File: config.mk
export PLATFORM = sky130hd
export DESIGN_NAME = sfpi_front
export DESIGN_NICKNAME = d
export VERILOG_FILES = /design/src/design/sfpi_pkg.sv /design/src/design/sfpi_front.sv
export VERILOG_INCLUDE_DIRS = /design/src /design/src/design
export SDC_FILE = /design/constraint.sdc
export NUM_CORES = 1
export LEC_CHECK = 0
export BUFFER_PORTS_ARGS = -buffer_cell sky130_fd_sc_hd__buf_2
export CAP_MARGIN = 20
export CORE_ASPECT_RATIO = 0.8
export CORE_MARGIN = 5
export CORE_UTILIZATION = 61
export CTS_CLUSTER_SIZE = 10
export DETAILED_ROUTE_END_ITERATION = 8
export PLACE_DENSITY_LB_ADDON = 0.08
export SLEW_MARGIN = 10
export SYNTH_ARGS = -nofsm -noshare
export SYNTH_HDL_FRONTEND = slang
export SYNTH_SLANG_ARGS = --single-unit
File: constraint.sdc
create_clock -name core_clk -period 6.69 [get_ports core_clk]
set_clock_uncertainty 0.15 [all_clocks]
set_input_delay 0.669 -clock core_clk [delete_from_list [all_inputs] [get_ports core_clk]]
set_output_delay 0.669 -clock core_clk [all_outputs]
set_load 0.01 [all_outputs]
File: src/design/sfpi_regs.svh
`ifndef SFPI_REGS_SVH
`define SFPI_REGS_SVH
// ****************************************
// register offsets
// ****************************************
`define SFPI_REG_STATUS_ONE   4'h0
`define SFPI_REG_STATUS_TWO   4'h1
`define SFPI_REG_STATUS_THREE 4'h2
`define SFPI_REG_STAT     4'h3
// ****************************************
// field positions and reset values
// ****************************************
`define SFPI_SRP_LO_BIT   7
`define SFPI_SRP_HI_BIT   0
`define SFPI_QUAD_EN_BIT  1
`define SFPI_PRS_BIT      0
`define SFPI_STATUS_ONE_RST   8'h00
`define SFPI_STATUS_TWO_RST   8'h00
`define SFPI_STATUS_THREE_RST 8'h00
// ****************************************
// serial byte and address layout
// ****************************************
`define SFPI_BYTE_BITS    4'h8
`define SFPI_STEP_1       4'h1
`define SFPI_STEP_2       4'h2
`define SFPI_STEP_4       4'h4
`define SFPI_ADDR_LAST    2'h3
`define SFPI_BIG_HI       21
`define SFPI_BIG_LO       20
`define SFPI_BLK_LO       16
`define SFPI_HALF_LO      15
`define SFPI_SECT_LO      12
`endif

File: src/design/sfpi_pkg.sv
package sfpi_pkg;
  typedef enum logic [1:0] {
    SFPI_LANE_1 = 2'h0,
    SFPI_LANE_2 = 2'h1,
    SFPI_LANE_4 = 2'h3
  } sfpi_lane_e;

  typedef enum logic [1:0] {
    SFPI_ST_UNARMED = 2'h0,
    SFPI_ST_IDLE    = 2'h1,
    SFPI_ST_ACTIVE  = 2'h3,
    SFPI_ST_PAUSED  = 2'h2
  } sfpi_state_e;

  typedef struct packed {
    logic [7:0] data;
    logic [1:0] index;
  } sfpi_rx_s;

  typedef struct packed {
    logic [1:0] big;
    logic [5:0] block;
    logic [6:0] half;
    logic [9:0] sector;
  } sfpi_map_s;
endpackage

File: src/design/sfpi_front.sv
`timescale 1ns/10ps
`include "sfpi_regs.svh"
module sfpi_front
  import sfpi_pkg::*;
(
  input  wire logic                  core_clk,
  input  wire logic                  rst_b,
  input  wire logic                  clk_en,
  input  wire logic [3:0]            reg_addr,
  input  wire logic [7:0]            reg_wdata,
  input  wire logic                  reg_wr,
  input  wire logic                  reg_rd,
  output logic      [7:0]            reg_rdata,
  input  wire logic                  cs_n_pin,
  input  wire logic                  sclk_pin,
  input  wire logic [3:0]            io_in,
  output logic      [3:0]            io_out,
  output logic      [3:0]            io_oe_n,
  input  wire logic                  op_busy,
  input  wire sfpi_pkg::sfpi_lane_e  lane_mode,
  input  wire logic                  tx_en,
  input  wire logic [7:0]            tx_byte,
  output logic                       tx_take,
  output logic                       rx_valid,
  output sfpi_pkg::sfpi_rx_s         rx_word,
  output sfpi_pkg::sfpi_map_s        addr_map,
  output logic                       addr_valid,
  output logic                       frame_abort,
  output logic                       standby,
  output logic                       paused,
  output logic                       hw_reset_n,
  output logic                       wsr_lock,
  output logic                       array_lock,
  output logic                       quad_reject
);
  import sfpi_pkg::*;

  // ****************************************
  // pin synchronisers
  // ****************************************
  logic [5:0]  s1_q;
  logic [5:0]  s2_q;
  logic [5:0]  s3_q;
  logic        cs_n_s;
  logic        sclk_s;
  logic [3:0]  io_s;
  logic        sclk_rise;
  logic        sclk_fall;
  logic        cs_fall;

  always_ff @(posedge core_clk or negedge rst_b)
  begin
    if (!rst_b)
    begin
      s1_q <= 6'h3F;
      s2_q <= 6'h3F;
      s3_q <= 6'h3F;
    end
    else if (clk_en)
    begin
      s1_q <= {cs_n_pin, sclk_pin, io_in};
      s2_q <= s1_q;
      s3_q <= s2_q;
    end
  end

  assign cs_n_s    = s2_q[5];
  assign sclk_s    = s2_q[4];
  assign io_s      = s2_q[3:0];
  assign sclk_rise = sclk_s & ~s3_q[4];
  assign sclk_fall = ~sclk_s & s3_q[4];
  assign cs_fall   = ~cs_n_s & s3_q[5];

  // ****************************************
  // status registers
  // ****************************************
  logic [7:0]  status_reg_one_q;
  logic [7:0]  status_reg_two_q;
  logic [7:0]  status_reg_three_q;
  logic        quad_enable_bit;
  logic        prs;
  logic        wp_fn;
  logic        pause_fn;
  logic        reset_fn;

  assign quad_enable_bit = status_reg_two_q[`SFPI_QUAD_EN_BIT];
  assign prs             = status_reg_three_q[`SFPI_PRS_BIT];
  // undriven pin resolves high, no lock
  assign wp_fn    = ~quad_enable_bit & ~io_s[2];
  // quad enable leaves line 3 data only
  // select bit picks pause or reset
  assign pause_fn = ~quad_enable_bit & ~prs;
  assign reset_fn = ~quad_enable_bit & prs;

  assign wsr_lock   = wp_fn & ~status_reg_two_q[`SFPI_SRP_HI_BIT]
                    & status_reg_one_q[`SFPI_SRP_LO_BIT];
  assign array_lock = wsr_lock;

  always_ff @(posedge core_clk or negedge rst_b)
  begin
    if (!rst_b)
    begin
      status_reg_one_q   <= `SFPI_STATUS_ONE_RST;
      status_reg_two_q   <= `SFPI_STATUS_TWO_RST;
      status_reg_three_q <= `SFPI_STATUS_THREE_RST;
    end
    else if (clk_en && reg_wr && !wsr_lock)
    begin
      unique case (reg_addr)
        `SFPI_REG_STATUS_ONE:   status_reg_one_q   <= reg_wdata;
        `SFPI_REG_STATUS_TWO:   status_reg_two_q   <= reg_wdata;
        `SFPI_REG_STATUS_THREE: status_reg_three_q <= reg_wdata;
        default:       ;
      endcase
    end
  end

  // ****************************************
  // interface state
  // ****************************************
  sfpi_state_e st_q;
  sfpi_state_e st_d;
  logic        hold_low;
  logic        rst_low;
  logic        shift_ok;

  assign hold_low = pause_fn & ~io_s[3];
  assign rst_low  = reset_fn & ~io_s[3];

  always_comb
  begin
    st_d = st_q;
    unique case (st_q)
      SFPI_ST_UNARMED:
      begin
        // first select fall arms the port
        if (cs_fall && !rst_low)
          st_d = SFPI_ST_ACTIVE;
      end
      SFPI_ST_IDLE:
      begin
        if (cs_fall && !rst_low)
          st_d = SFPI_ST_ACTIVE;
      end
      SFPI_ST_ACTIVE:
      begin
        if (cs_n_s || rst_low)
          st_d = SFPI_ST_IDLE;
        else if (hold_low && !sclk_s)
          st_d = SFPI_ST_PAUSED;
      end
      SFPI_ST_PAUSED:
      begin
        if (cs_n_s || rst_low)
          st_d = SFPI_ST_IDLE;
        else if (!hold_low && !sclk_s)
          st_d = SFPI_ST_ACTIVE;
      end
    endcase
  end

  always_ff @(posedge core_clk or negedge rst_b)
  begin
    if (!rst_b)
      st_q <= SFPI_ST_UNARMED;
    else if (clk_en)
      st_q <= st_d;
  end

  assign shift_ok = (st_q == SFPI_ST_ACTIVE) & ~cs_n_s & ~rst_low;

  // ****************************************
  // lane width
  // ****************************************
  sfpi_lane_e  lane;
  logic [3:0]  step;

  assign quad_reject = (lane_mode == SFPI_LANE_4) & ~quad_enable_bit;
  assign lane        = quad_reject ? SFPI_LANE_1 : lane_mode;

  always_comb
  begin
    unique case (lane)
      SFPI_LANE_2: step = `SFPI_STEP_2;
      SFPI_LANE_4: step = `SFPI_STEP_4;
      default:     step = `SFPI_STEP_1;
    endcase
  end

  function automatic logic [3:0] lane_bits(
    input logic [7:0] b,
    input sfpi_lane_e m
  );
    logic [3:0] r;
    r = 4'h0;
    unique case (m)
      SFPI_LANE_2: r = {2'h0, b[7:6]};
      SFPI_LANE_4: r = b[7:4];
      default:     r = {2'h0, b[7], 1'h0};
    endcase
    return r;
  endfunction

  // ****************************************
  // receive shifter
  // ****************************************
  logic [7:0]  rx_sh_q;
  logic [3:0]  rx_cnt_q;
  logic [3:0]  rx_sum;
  logic [7:0]  rx_next;
  logic [1:0]  byte_idx_q;

  assign rx_sum = rx_cnt_q + step;

  always_comb
  begin
    unique case (lane)
      SFPI_LANE_2: rx_next = {rx_sh_q[5:0], io_s[1:0]};
      SFPI_LANE_4: rx_next = {rx_sh_q[3:0], io_s};
      default:     rx_next = {rx_sh_q[6:0], io_s[0]};
    endcase
  end

  always_ff @(posedge core_clk or negedge rst_b)
  begin
    if (!rst_b)
    begin
      rx_sh_q    <= 8'h00;
      rx_cnt_q   <= 4'h0;
      byte_idx_q <= 2'h0;
      rx_valid   <= 1'h0;
      rx_word    <= '0;
    end
    else if (clk_en)
    begin
      rx_valid <= 1'h0;
      if (cs_n_s)
      begin
        rx_cnt_q   <= 4'h0;
        byte_idx_q <= 2'h0;
      end
      // quad lane captures on all lines, dual on lines 0 and 1
      else if (shift_ok && sclk_rise)
      begin
        rx_sh_q <= rx_next;
        if (rx_sum == `SFPI_BYTE_BITS)
        begin
          rx_cnt_q <= 4'h0;
          if (byte_idx_q != `SFPI_ADDR_LAST)
            byte_idx_q <= byte_idx_q + 2'h1;
          if (!tx_en)
          begin
            rx_valid      <= 1'h1;
            rx_word.data  <= rx_next;
            rx_word.index <= byte_idx_q;
          end
        end
        else
          rx_cnt_q <= rx_sum;
      end
    end
  end

  // ****************************************
  // address capture and decode
  // ****************************************
  logic [23:0] addr_q;

  always_ff @(posedge core_clk or negedge rst_b)
  begin
    if (!rst_b)
    begin
      addr_q     <= 24'h000000;
      addr_map   <= '0;
      addr_valid <= 1'h0;
    end
    else if (clk_en)
    begin
      if (cs_n_s)
        addr_valid <= 1'h0;
      else if (rx_valid && rx_word.index != 2'h0)
      begin
        addr_q <= {addr_q[15:0], rx_word.data};
        if (rx_word.index == `SFPI_ADDR_LAST)
        begin
          addr_valid      <= 1'h1;
          addr_map.big    <= addr_q[`SFPI_BIG_HI-8:`SFPI_BIG_LO-8];
          addr_map.block  <= addr_q[`SFPI_BIG_HI-8:`SFPI_BLK_LO-8];
          addr_map.half   <= {addr_q[`SFPI_BIG_HI-8:`SFPI_BLK_LO-8],
                              addr_q[`SFPI_HALF_LO-8]};
          addr_map.sector <= {addr_q[`SFPI_BIG_HI-8:`SFPI_BLK_LO-8],
                              addr_q[`SFPI_HALF_LO-8:`SFPI_SECT_LO-8]};
        end
      end
    end
  end

  // ****************************************
  // transmit shifter
  // ****************************************
  logic [7:0]  tx_sh_q;
  logic [3:0]  tx_cnt_q;
  logic [3:0]  tx_sum;
  logic        drive_q;
  sfpi_lane_e  drv_lane_q;

  assign tx_sum = tx_cnt_q + step;

  always_ff @(posedge core_clk or negedge rst_b)
  begin
    if (!rst_b)
    begin
      tx_sh_q    <= 8'h00;
      tx_cnt_q   <= 4'h0;
      tx_take    <= 1'h0;
      drive_q    <= 1'h0;
      drv_lane_q <= SFPI_LANE_1;
      io_out     <= 4'h0;
    end
    else if (clk_en)
    begin
      tx_take <= 1'h0;
      if (cs_n_s || !tx_en)
      begin
        drive_q  <= 1'h0;
        tx_cnt_q <= 4'h0;
      end
      // single mode shifts on line 1
      else if (shift_ok && sclk_fall)
      begin
        drive_q    <= 1'h1;
        drv_lane_q <= lane;
        if (tx_cnt_q == 4'h0)
        begin
          tx_sh_q <= tx_byte;
          tx_take <= 1'h1;
          io_out  <= lane_bits(tx_byte, lane);
        end
        else
        begin
          tx_sh_q <= tx_sh_q << step;
          io_out  <= lane_bits(8'(tx_sh_q << step), lane);
        end
        tx_cnt_q <= (tx_sum == `SFPI_BYTE_BITS) ? 4'h0 : tx_sum;
      end
    end
  end

  // ****************************************
  // pin drivers
  // ****************************************
  logic        drv_on;

  assign drv_on = drive_q & ~cs_n_s & (st_q == SFPI_ST_ACTIVE);

  always_comb
  begin
    io_oe_n = 4'hF;
    if (drv_on)
    begin
      unique case (drv_lane_q)
        SFPI_LANE_2: io_oe_n = 4'hC;
        SFPI_LANE_4: io_oe_n = 4'h0;
        default:     io_oe_n = 4'hD;
      endcase
    end
  end

  // ****************************************
  // status outputs
  // ****************************************
  always_ff @(posedge core_clk or negedge rst_b)
  begin
    if (!rst_b)
    begin
      frame_abort <= 1'h0;
      hw_reset_n  <= 1'h1;
    end
    else if (clk_en)
    begin
      // abort pulse on deselect in pause
      frame_abort <= (st_q == SFPI_ST_PAUSED) & cs_n_s;
      hw_reset_n  <= ~rst_low;
    end
  end

  // standby when deselected and not busy
  assign standby = cs_n_s & ~op_busy;
  assign paused  = (st_q == SFPI_ST_PAUSED);

  // ****************************************
  // register read port
  // ****************************************
  always_ff @(posedge core_clk or negedge rst_b)
  begin
    if (!rst_b)
      reg_rdata <= 8'h00;
    else if (clk_en)
    begin
      reg_rdata <= 8'h00;
      if (reg_rd)
      begin
        unique case (reg_addr)
          `SFPI_REG_STATUS_ONE:   reg_rdata <= status_reg_one_q;
          `SFPI_REG_STATUS_TWO:   reg_rdata <= status_reg_two_q;
          `SFPI_REG_STATUS_THREE: reg_rdata <= status_reg_three_q;
          `SFPI_REG_STAT: reg_rdata <= {1'h0, op_busy, wsr_lock,
                                        ~hw_reset_n, standby, st_q, ~cs_n_s};
          default:        reg_rdata <= 8'h00;
        endcase
      end
    end
  end
endmodule

======== After elaboration in Yosys (flattened, before gate mapping) ========
Index checks and enable logic that the tools add are counted.
storage, ports and cells
  word-level logic and storage cells ...... 158
  register bits after elaboration ......... 138
  input bits .............................. 35
  output and inout port bits .............. 61
cells by class
  equality and inequality tests ........... 18
  add/subtract/negate cells ............... 3
  shift-type cells ........................ 1
  reduce and logical (&&, ||, !) cells .... 39
  bitwise gates (word level) .............. 30
  multiplexer cells ....................... 39
operators with widths
  kind                                                              number
  4-bit 2-to-1 mux                                                  8
  8-bit one-hot mux with 4 select lines                             1
  4-bit one-hot mux with 2 select lines                             3
  2-bit 2-to-1 mux                                                  10
  1-bit AND                                                         17
  8-bit 2-to-1 mux                                                  2
  8-bit one-hot mux with 2 select lines                             1
  2-bit nonzero test                                                7
  1-bit NOT                                                         13
  2-bit == test (second input constant)                             6
  1-bit 2-to-1 mux                                                  12
  3-bit AND reduction                                               4
  4-bit AND reduction                                               3
  2-bit AND reduction                                               5
  4-bit adder                                                       2
  4-bit by 2-bit == test with 1-bit output (second input constant)  2
  4-bit == test (second input constant)                             2
  1-bit logical AND                                                 8
  4-bit logical NOT                                                 2
  8-bit by 4-bit left shift with 8-bit output                       1
  2-bit by 1-bit == test with 1-bit output (second input constant)  3
  2-bit one-hot mux with 3 select lines                             1
  3-bit one-hot mux with 2 select lines                             1
  1-bit logical NOT                                                 5
  10 further kinds                                                  11

======== Logic depth before layout (Yosys ltp) ========
Gate-level depths: netlist (run 1).
  depth after elaboration ................. 10
  mapped depth ............................ 9
  depth with buffers taken out ............ 8

======== Worst setup path before layout (run 1) ========
Ideal clock, no wire load.
  path kind ............................... input port to flip-flop
  start ................................... input lane_mode[0]
  end ..................................... register rx_word[1] in the netlist's numbering
  path buffers ............................ 2
  slack ................................... 3.345 ns
  stages on the path ...................... 9
  required time ........................... 6.415 ns
  data arrival time ....................... 3.070 ns
  cells stage by stage .................... clkbuf_1 > nand2_1 > ha_1 > fa_1 > or3_1 > a211oi_2 > o211ai_1 > buf_4 > mux2_4
between the ends
  cells in the longest elaborated chain, start to end .. 8
  elaborated cells between the ends (all ways) .. 9
ends and longest elaborated chain
  item                                                                              line               source
  start: declaration                                                                sfpi_front.sv:20   input wire sfpi_pkg::sfpi_lane_e lane_mode,
  2-bit == test                                                                     sfpi_front.sv:178  assign quad_reject = (lane_mode == SFPI_LANE_4) & ~quad_enable_bit;
  1-bit AND                                                                         sfpi_front.sv:178
  2-bit 2-to-1 mux (*)                                                              sfpi_front.sv:179  assign lane = quad_reject ? SFPI_LANE_1 : lane_mode;
  2-bit == test / 2-bit by 1-bit == test with 1-bit output (equally long branches)  sfpi_front.sv:183  unique case (lane)
  3-bit one-hot mux with 2 select lines (*)                                         sfpi_front.sv:183
  4-bit adder (*)                                                                   sfpi_front.sv:213  assign rx_sum = rx_cnt_q + step;
  4-bit == test (no line) (*)                                                       --
  5-bit AND reduction (no line) (*)                                                 --
  end: declaration                                                                  sfpi_front.sv:25   output sfpi_pkg::sfpi_rx_s rx_word,
Mark *: on every way between the ends. The rest lies on a longest branch, timed or not.
A chain may end at the register's enable or synchronous reset.

======== Worst setup path after layout (run 1) ========
  start ................................... register status_reg_two_q[1]
  end ..................................... register rx_word[4] in the netlist's numbering
between the ends
  cells in the longest elaborated chain, start to end .. 8
  elaborated cells between the ends (all ways) .. 15
ends and longest elaborated chain
  item                                                                              line                                  source
  start: declaration                                                                sfpi_front.sv:78                      logic [7:0] status_reg_two_q;
  start signal: assignment                                                          sfpi_front.sv:104                     status_reg_two_q <= `SFPI_STATUS_TWO_RST;
  start signal: assignment                                                          sfpi_front.sv:111                     `SFPI_REG_STATUS_TWO: status_reg_two_q <= reg_wdata;
  1-bit NOT (*)                                                                     sfpi_front.sv:93, sfpi_front.sv:178
  1-bit AND                                                                         sfpi_front.sv:178
  2-bit 2-to-1 mux                                                                  sfpi_front.sv:179
  2-bit == test / 2-bit by 1-bit == test with 1-bit output (equally long branches)  sfpi_front.sv:183, sfpi_front.sv:217
  3-bit one-hot mux with 2 select lines                                             sfpi_front.sv:183
  4-bit adder                                                                       sfpi_front.sv:213
  4-bit == test (no line)                                                           --
  5-bit AND reduction (no line)                                                     --
Marked as above.

==> run_results.csv, run 1 <==
group,metric,value,unit
logic_synthesis,syn_area,5800,um2
sta,finalCritPeriodShare,55.0,%
worst_setup_path,arrival,3.82,ns
floorplan,die_y,97.2,um
placement,port-buffer-count,95,
drt,viasPerCell,6.01,
finish,final_core_util,74.1,%
placement,gp_congestion,0.864,
worst_setup_path,end_kind,"flop",
logic_synthesis,synth_edf_count,0,
drt,finalWirelength,12900,um
global_route,grt_antenna_before_repair,0,
placement,dp_hpwl,8960,um
hold_path,hold_class,"primary input to async pin",
worst_setup_path,r2r-end,"rx_word[4]$_DFFE_PN0P_",
sta,setup_viol,0,
floorplan,start_util,63.4,%
worst_setup_path,crit_family,"simple AND/OR/NAND/NOR gates",
clocking,htreeDepth,4,
worst_setup_path,crit_fanout,23,
sta,maxSlewHeadroom,23.9,%
drt,drt_iter0_drc,377,
logic_synthesis,syn_inst,485,
clocking,path_clk_slew,0.05,ns
floorplan,coreArea,9150,um2
worst_setup_path,r2r_cells,9,
logic_synthesis,ys_ff_latch,118,
floorplan,dieArea,11600,um2
logic_synthesis,yosysSeqAreaShare,51.2,%
sta,fin_hold_ws,0.0713,ns
run_status,outcome,"complete, no violations",
finish,syn2layout_area_growth,17.0,%
floorplan,ios,96,
clocking,root_buffer,"clkbuf_16",
clocking,hold_buffers,0,
worst_setup_path,cp.required,6.83,ns
pwr,p_leak,3.43,nW
worst_setup_path,r2r_start,"status_reg_two_q[1]$_DFFE_PN0P_",
pwr,vdd_ir_drop_max,0.000296,V
finish,fin_nets,609,
logic_synthesis,synth_nets,529,
sta,tns,0,ns
global_route,grt_overflow_total,0,
global_route,grt_pass1_wl,21600,um
clocking,clk_latency,0.41,ns
logic_synthesis,syn_avg_cell_area,12.0,um2
drt,dr.pass1.iters,6,
clocking,cts-buffers-inserted,17,
clocking,cts_buffer_depth,2,
drt,vias,4156,
run,max_cap_viol_count,0,
sta,period_needed,3.68,ns
global_route,first_global_vias,4195,
logic_synthesis,yosys_warnings,0,
worst_setup_path,crit_type,"flop to flop",
worst_setup_path,ff2ff_setup_slack,3.01,ns
logic_synthesis,async_flop_share,100,%
worst_setup_path,crit_path_cell_trace,"nand2b_1, nand2_1, ha_1, fa_1, or3_1, a211oi_2, o211ai_1, buf_4, mux2_4",
clocking,cts_sinks,118,
sta,grt_setup_unrepaired,"no",
global_route,grt_max_degree,80,
drt,avgRoutedWirePerCell,18.7,um
sta,worst_pin_slew,1.13,ns
clocking,post_cts_resized,0,
logic_synthesis,synthFlopType,"dfrtp_1",
drt,antenna_left,0,
worst_setup_path,slowest_stage,"dfrtp_1",
pwr,p_total,2.07,mW
clocking,cts_setup_buffers,0,
worst_setup_path,worstSetupStartpointType,"flop",
floorplan,placementRows,31,
clocking,cts_tree,"yes",
drt,drc_errors,0,
sta,final_max_slew_viol_count,0,
sta,hold_violations,0,
logic_synthesis,synth_cell_type_count,63,
worst_setup_path,critPathMaxStageDelay,0.81,ns
finish,antenna_cells,0,
global_route,grt_usage,23.4,%
sta,fmax,0.272,GHz
pwr,p_per_area,305,nW/um2
finish,drive_gt1_share,40.4,%
floorplan,die_x,119,um
worst_setup_path,path_buf_inv,1,
-- cell usage after synthesis (2+ instances only) --
cell	n	area, um2
buf_1	4	15.0
a21o_1	3	22.5
buf_2	12	60.1
nor4_4	3	63.8
buf_4	18	135
o22a_1	2	17.5
mux2_2	65	732
o31ai_1	5	37.5
or3_1	3	18.8
o21a_1	2	15.0
nor2b_1	4	25.0
nand3_1	9	45.0
o211ai_1	2	15.0
xor2_1	2	17.5
a22oi_1	2	15.0
nor3b_1	2	15.0
dfrtp_1	103	2580
nor4b_2	2	30.0
o21ai_0	9	45.0
nor2_1	19	71.3
nor4_2	3	37.5
a22o_1	14	123
o21ai_1	5	25.0
a31oi_1	3	18.8
and3_1	2	12.5
nor3_1	3	15.0
o41ai_1	2	17.5
a211o_1	3	26.3
ha_1	7	87.6
clkbuf_1	7	26.3
mux2i_1	15	150
a221oi_1	2	17.5
or4_1	2	15.0
o22ai_1	25	156
mux2_4	9	135
dfstp_2	15	394
nand2_1	39	146
a21oi_1	16	80.1
inv_1	15	56.3
fa_1	2	40.0
nand2b_1	3	18.8
-- area by class of cell --
| class | instances | area [um2] |
|---|---|---|
| Tap cell | 115 | 144 |
| Multi-Input combinational cell | 311 | 2530 |
| Clock buffer | 23 | 478 |
| Timing Repair Buffer | 102 | 551 |
| Fill cell | 600 | 2370 |
| Clock inverter | 8 | 51.3 |
| Inverter | 15 | 56.3 |
| Sequential cell | 118 | 2970 |
-- report_power, final --
group / switching [mW] / internal [mW] / total [mW]
clock network: 0.308 / 0.497 / 0.805
registers: 0.109 / 0.821 / 0.930
logic: 0.173 / 0.160 / 0.333
total: 0.590 / 1.48 / 2.07
-- metrics by stage --
stage / instance area, um2 / std cells / worst slack, ns
after CTS: 6760 / 691 / 3.04
after global routing: 6790 / 692 / 2.81
final: 6790 / 692 / 3.01
after detailed placement: 6230 / 660 / 2.99
after floorplan: 5800 / 485 / 3.35
after global placement: 6230 / 660 / 3.08
-- metal layers --
layer  part of all wire, %  up-vias  global-route usage [%]
met1                    44     2058                    30.9
met5                     0        -                       0
li1                      -     1929                       -
met3                   5.0       30                    6.46
met4                   2.2        0                    9.44
met2                    49      139                    36.6
-- cell families after synthesis --
family | after synthesis | share of synthesized area, %
mux | 89 | 17.5
flops | 118 | 51.2
simple gates | 107 | 11.3
compound gates | 104 | 12.4
xor+xnor | 2 | 0.302
fa+ha+maj | 9 | 2.20
buf+inv | 56 | 5.05
-- worst max path at each step --
stage / slack (ns) / from / depth (start not counted) / to
finish: 3.01 / status_reg_two_q[1]$_DFFE_PN0P_ / 9 / rx_word[4]$_DFFE_PN0P_
global route: 2.81 / status_reg_two_q[1]$_DFFE_PN0P_ / 9 / rx_word[4]$_DFFE_PN0P_
CTS: 3.04 / status_reg_two_q[1]$_DFFE_PN0P_ / 9 / rx_word[4]$_DFFE_PN0P_
detailed placement: 2.99 / lane_mode[1] / 9 / rx_word[3]$_DFFE_PN0P_
global placement: 3.08 / lane_mode[1] / 9 / rx_word[6]$_DFFE_PN0P_
floorplan: 3.35 / lane_mode[0] / 9 / rx_word[1]$_DFFE_PN0P_
-- worst reg2reg max path, stage by stage, from the launching register on --
cell and delay, ns:
dfrtp_1 0.81, nand2b_1 0.29, nand2_1 0.19, ha_1 0.28, fa_1 0.51, or3_1 0.41
a211oi_2 0.28, o211ai_1 0.13, buf_4 0.21, mux2_4 0.31
-- state kept, by name, indices dropped and copies added, names as in the netlist, 4 cells and up --
signal / count
rx_word: 10
addr_q: 14
io_out: 4
status_reg_one_q: 8
rx_cnt_q: 4
tx_cnt_q: 4
status_reg_two_q: 8
reg_rdata: 8
rx_sh_q: 7
status_reg_three_q: 8
s2_q: 6
s1_q: 6
tx_sh_q: 7
addr_map: 10
-- cells in the final DEF, fill, tap and decap left out, types with 4 or more instances in the layout --
cell type and n:
dfrtp_1 103, buf_2 94, mux2_2 65, nand2_1 39, o22ai_1 25, nor2_1 19, clkbuf_16 17, a21oi_1 16
inv_1 15, mux2i_1 15, dfstp_2 15, a22o_1 14, nand3_1 9, o21ai_0 9, mux2_4 9, ha_1 7
buf_4 7, o31ai_1 5, o21ai_1 5, nor2b_1 4, clkinv_2 4
(Power assumes the default switching activity.)
==> run 2, diff against run 1 <==
--- a/config.mk
+++ b/config.mk
@@ -10,7 +10,7 @@
 export CAP_MARGIN = 20
 export CORE_ASPECT_RATIO = 0.8
 export CORE_MARGIN = 5
-export CORE_UTILIZATION = 61
+export CORE_UTILIZATION = 57
 export CTS_CLUSTER_SIZE = 10
 export DETAILED_ROUTE_END_ITERATION = 8
 export PLACE_DENSITY_LB_ADDON = 0.08
==> constraint.sdc (replaced) <==
create_clock -name core_clk -period 3.6 [get_ports core_clk]
set_clock_uncertainty 0.15 [all_clocks]
set_input_delay 0.36 -clock core_clk [delete_from_list [all_inputs] [get_ports core_clk]]
set_output_delay 0.36 -clock core_clk [all_outputs]
set_load 0.01 [all_outputs]
==> run 2 against run 1 <==
  * Clock-buffer cell count increased by 4
  * Routed wire length decreased by 1.7%
  * Core utilization decreased by 6.6 points
  * Combinational power increased by 89%
  * Final area increased by 0.66%
  * Setup slack got worse by 2.4 ns
  * Non-clock buffer count increased by 4
  * Sequential share of layout area decreased by 0.29 points
  * Sequential power increased by 84%
  * First-iteration DRC count increased by 4.8%
  * Critical path type unchanged
  * Highest routed layer unchanged
==> run_results.csv, run 2 (same netlist as run 1, synthesis figures left out) <==
group,metric,value,unit
run_status,outcome,"complete, no violations",
global_route,first_global_vias,4270,
worst_setup_path,slowest_stage,"fa_1",
worst_setup_path,worstSetupStartpointType,"flop",
hold_path,hold_depth,2,
pwr,p_total,3.82,mW
global_route,grt_use_met1,30.5,%
global_route,grt_antenna_before_repair,0,
worst_setup_path,r2r-end,"rx_word[5]$_DFFE_PN0P_",
drt,finalWirelength,12700,um
global_route,grtUsageMet2,33.3,%
worst_setup_path,critPathMaxStageDelay,0.47,ns
worst_setup_path,end_kind,"flop",
sta,hold_violations,0,
global_route,grt-busiest-layer,"met2",
worst_setup_path,ff2ff_setup_slack,0.64,ns
clocking,root_buffer,"clkbuf_16",
sta,final_max_slew_viol_count,0,
global_route,grt_use_met3,5.92,%
pwr,p_leak,3.44,nW
clocking,path_clk_slew,0.05,ns
clocking,cts-buffers-inserted,17,
sta,grt_setup_unrepaired,"no",
finish,drive_gt1_share,40.0,%
hold_path,hold_class,"primary input to flop",
floorplan,ios,96,
finish,final_core_util,67.5,%
clocking,cts_setup_buffers,0,
placement,gp_congestion,0.897,
drt,drt_iter0_drc,395,
floorplan,coreArea,10100,um2
drt,viasPerCell,5.80,
worst_setup_path,crit_path_cell_trace,"nand2b_1, nand2_1, ha_1, fa_1, or3_1, a211oi_2, o211ai_1, buf_4, mux2_4",
finish,final_common_cell,"dfrtp_1",
finish,max_flop_register,"addr_q",
floorplan,die_y,100,um
drt,dr.pass1.iters,4,
worst_setup_path,r2r_start,"status_reg_two_q[1]$_DFFE_PN0P_",
sta,setup_viol,0,
finish,fin_nets,613,
hold_path,hold_path_end,"s1_q[3]$_DFFE_PN1P_",
sta,worst_pin_slew,1.07,ns
drt,antenna_left,0,
global_route,grt_max_degree,69,
clocking,cts_tree,"yes",
finish,antenna_cells,0,
placement,pre_cts_slack,0.417,ns
sta,tns,0,ns
placement,port-buffer-count,95,
sta,finalCritPeriodShare,82.2,%
sta,fmax,0.338,GHz
finish,design_area,6830,um2
global_route,grt_usage,22.1,%
worst_setup_path,r2r_cells,9,
worst_setup_path,crit_fanout,11,
clocking,clk_latency,0.41,ns
run,max_cap_viol_count,0,
sta,maxSlewHeadroom,28.3,%
clocking,cts_sinks,118,
finish,final_cell_count_no_fill,722,
clocking,htreeDepth,4,
global_route,grt_pass1_wl,21200,um
pwr,p_per_area,559,nW/um2
sta,setup_slack,0.642,ns
worst_setup_path,crit_type,"flop to flop",
drt,avgRoutedWirePerCell,17.6,um
clocking,cts_buffer_depth,2,
pwr,vdd_ir_drop_max,0.000321,V
placement,dpl.cell_count,689,
floorplan,dieArea,12300,um2
finish,largest_reg_flops,14,
sta,fin_hold_ws,0.0388,ns
worst_setup_path,arrival,3.09,ns
finish,top_regs,"addr_q (14), addr_map (10), rx_word (10)",
worst_setup_path,cp.required,3.74,ns
sta,period_needed,2.96,ns
placement,place_area,6300,um2
finish,layout_common_cells,"dfrtp_1 (103), buf_2 (94), mux2_2 (65), nand2_1 (39), o22ai_1 (25)",
floorplan,placementRows,33,
drt,vias,4184,
placement,dp_hpwl,8950,um
drt,drc_errors,0,
floorplan,start_util,57.3,%
global_route,grt_overflow_total,0,
finish,syn2layout_area_growth,17.8,%
floorplan,die_x,123,um
hold_path,hold_start,"io_in[3]",
==> run 2: layout make-up <==
| cell class | instances | area (um2) |
|---|---|---|
| fillers | 776 | 3280 |
| flip-flops and latches | 118 | 2970 |
| multi-input cells | 311 | 2530 |
| repair buffers | 106 | 576 |
| clock buffers | 27 | 493 |
| well taps | 140 | 175 |
| inverters | 15 | 56.3 |
| clock inverters | 5 | 25.0 |
==> run 2: repair_timing <==
| action | CTS | global route |
|---|---|---|
| gates resized for setup | 0 | 0 |
| hold buffers | 1 | 0 |
| hold endpoints to repair | 35 | 0 |
==> run 2: per-layer routing <==
layer | routed length (um) | up-vias | share of wire, %
met5 | 0 | - | 0
met4 | 198 | 0 | 1.6
met3 | 714 | 25 | 5.6
met2 | 5930 | 129 | 47
met1 | 5890 | 2079 | 46
li1 | - | 1951 | -
==> run 2: critical path, delay by kind of cell (launching register included) <==
family / cells / cell delay (ns)
adders and majority gates: 2 / 0.65
DFF: 1 / 0.37
muxes: 1 / 0.31
AOI/OAI and AO/OA: 2 / 0.41
buffers and inverters: 1 / 0.21
and+or+nand+nor: 3 / 0.74
==> run 2: worst max-delay path by stage <==
stage	startpoint	to	slack, ns	cells past startpoint
floorplan	lane_mode[0]	rx_word[1]$_DFFE_PN0P_	0.56	9
global placement	lane_mode[1]	rx_word[9]$_DFFE_PN0P_	0.49	10
detailed placement	lane_mode[1]	rx_word[1]$_DFFE_PN0P_	0.42	10
CTS	status_reg_two_q[1]$_DFFE_PN0P_	rx_word[3]$_DFFE_PN0P_	0.63	9
global route	status_reg_two_q[1]$_DFFE_PN0P_	rx_word[0]$_DFFE_PN0P_	0.44	9
finish	status_reg_two_q[1]$_DFFE_PN0P_	rx_word[5]$_DFFE_PN0P_	0.64	9
==> run 2: power by group <==
group,total (mW),internal [mW],switching [mW]
Sequential,1.71,1.53,0.182
Combinational,0.631,0.302,0.329
Clock,1.48,0.927,0.551
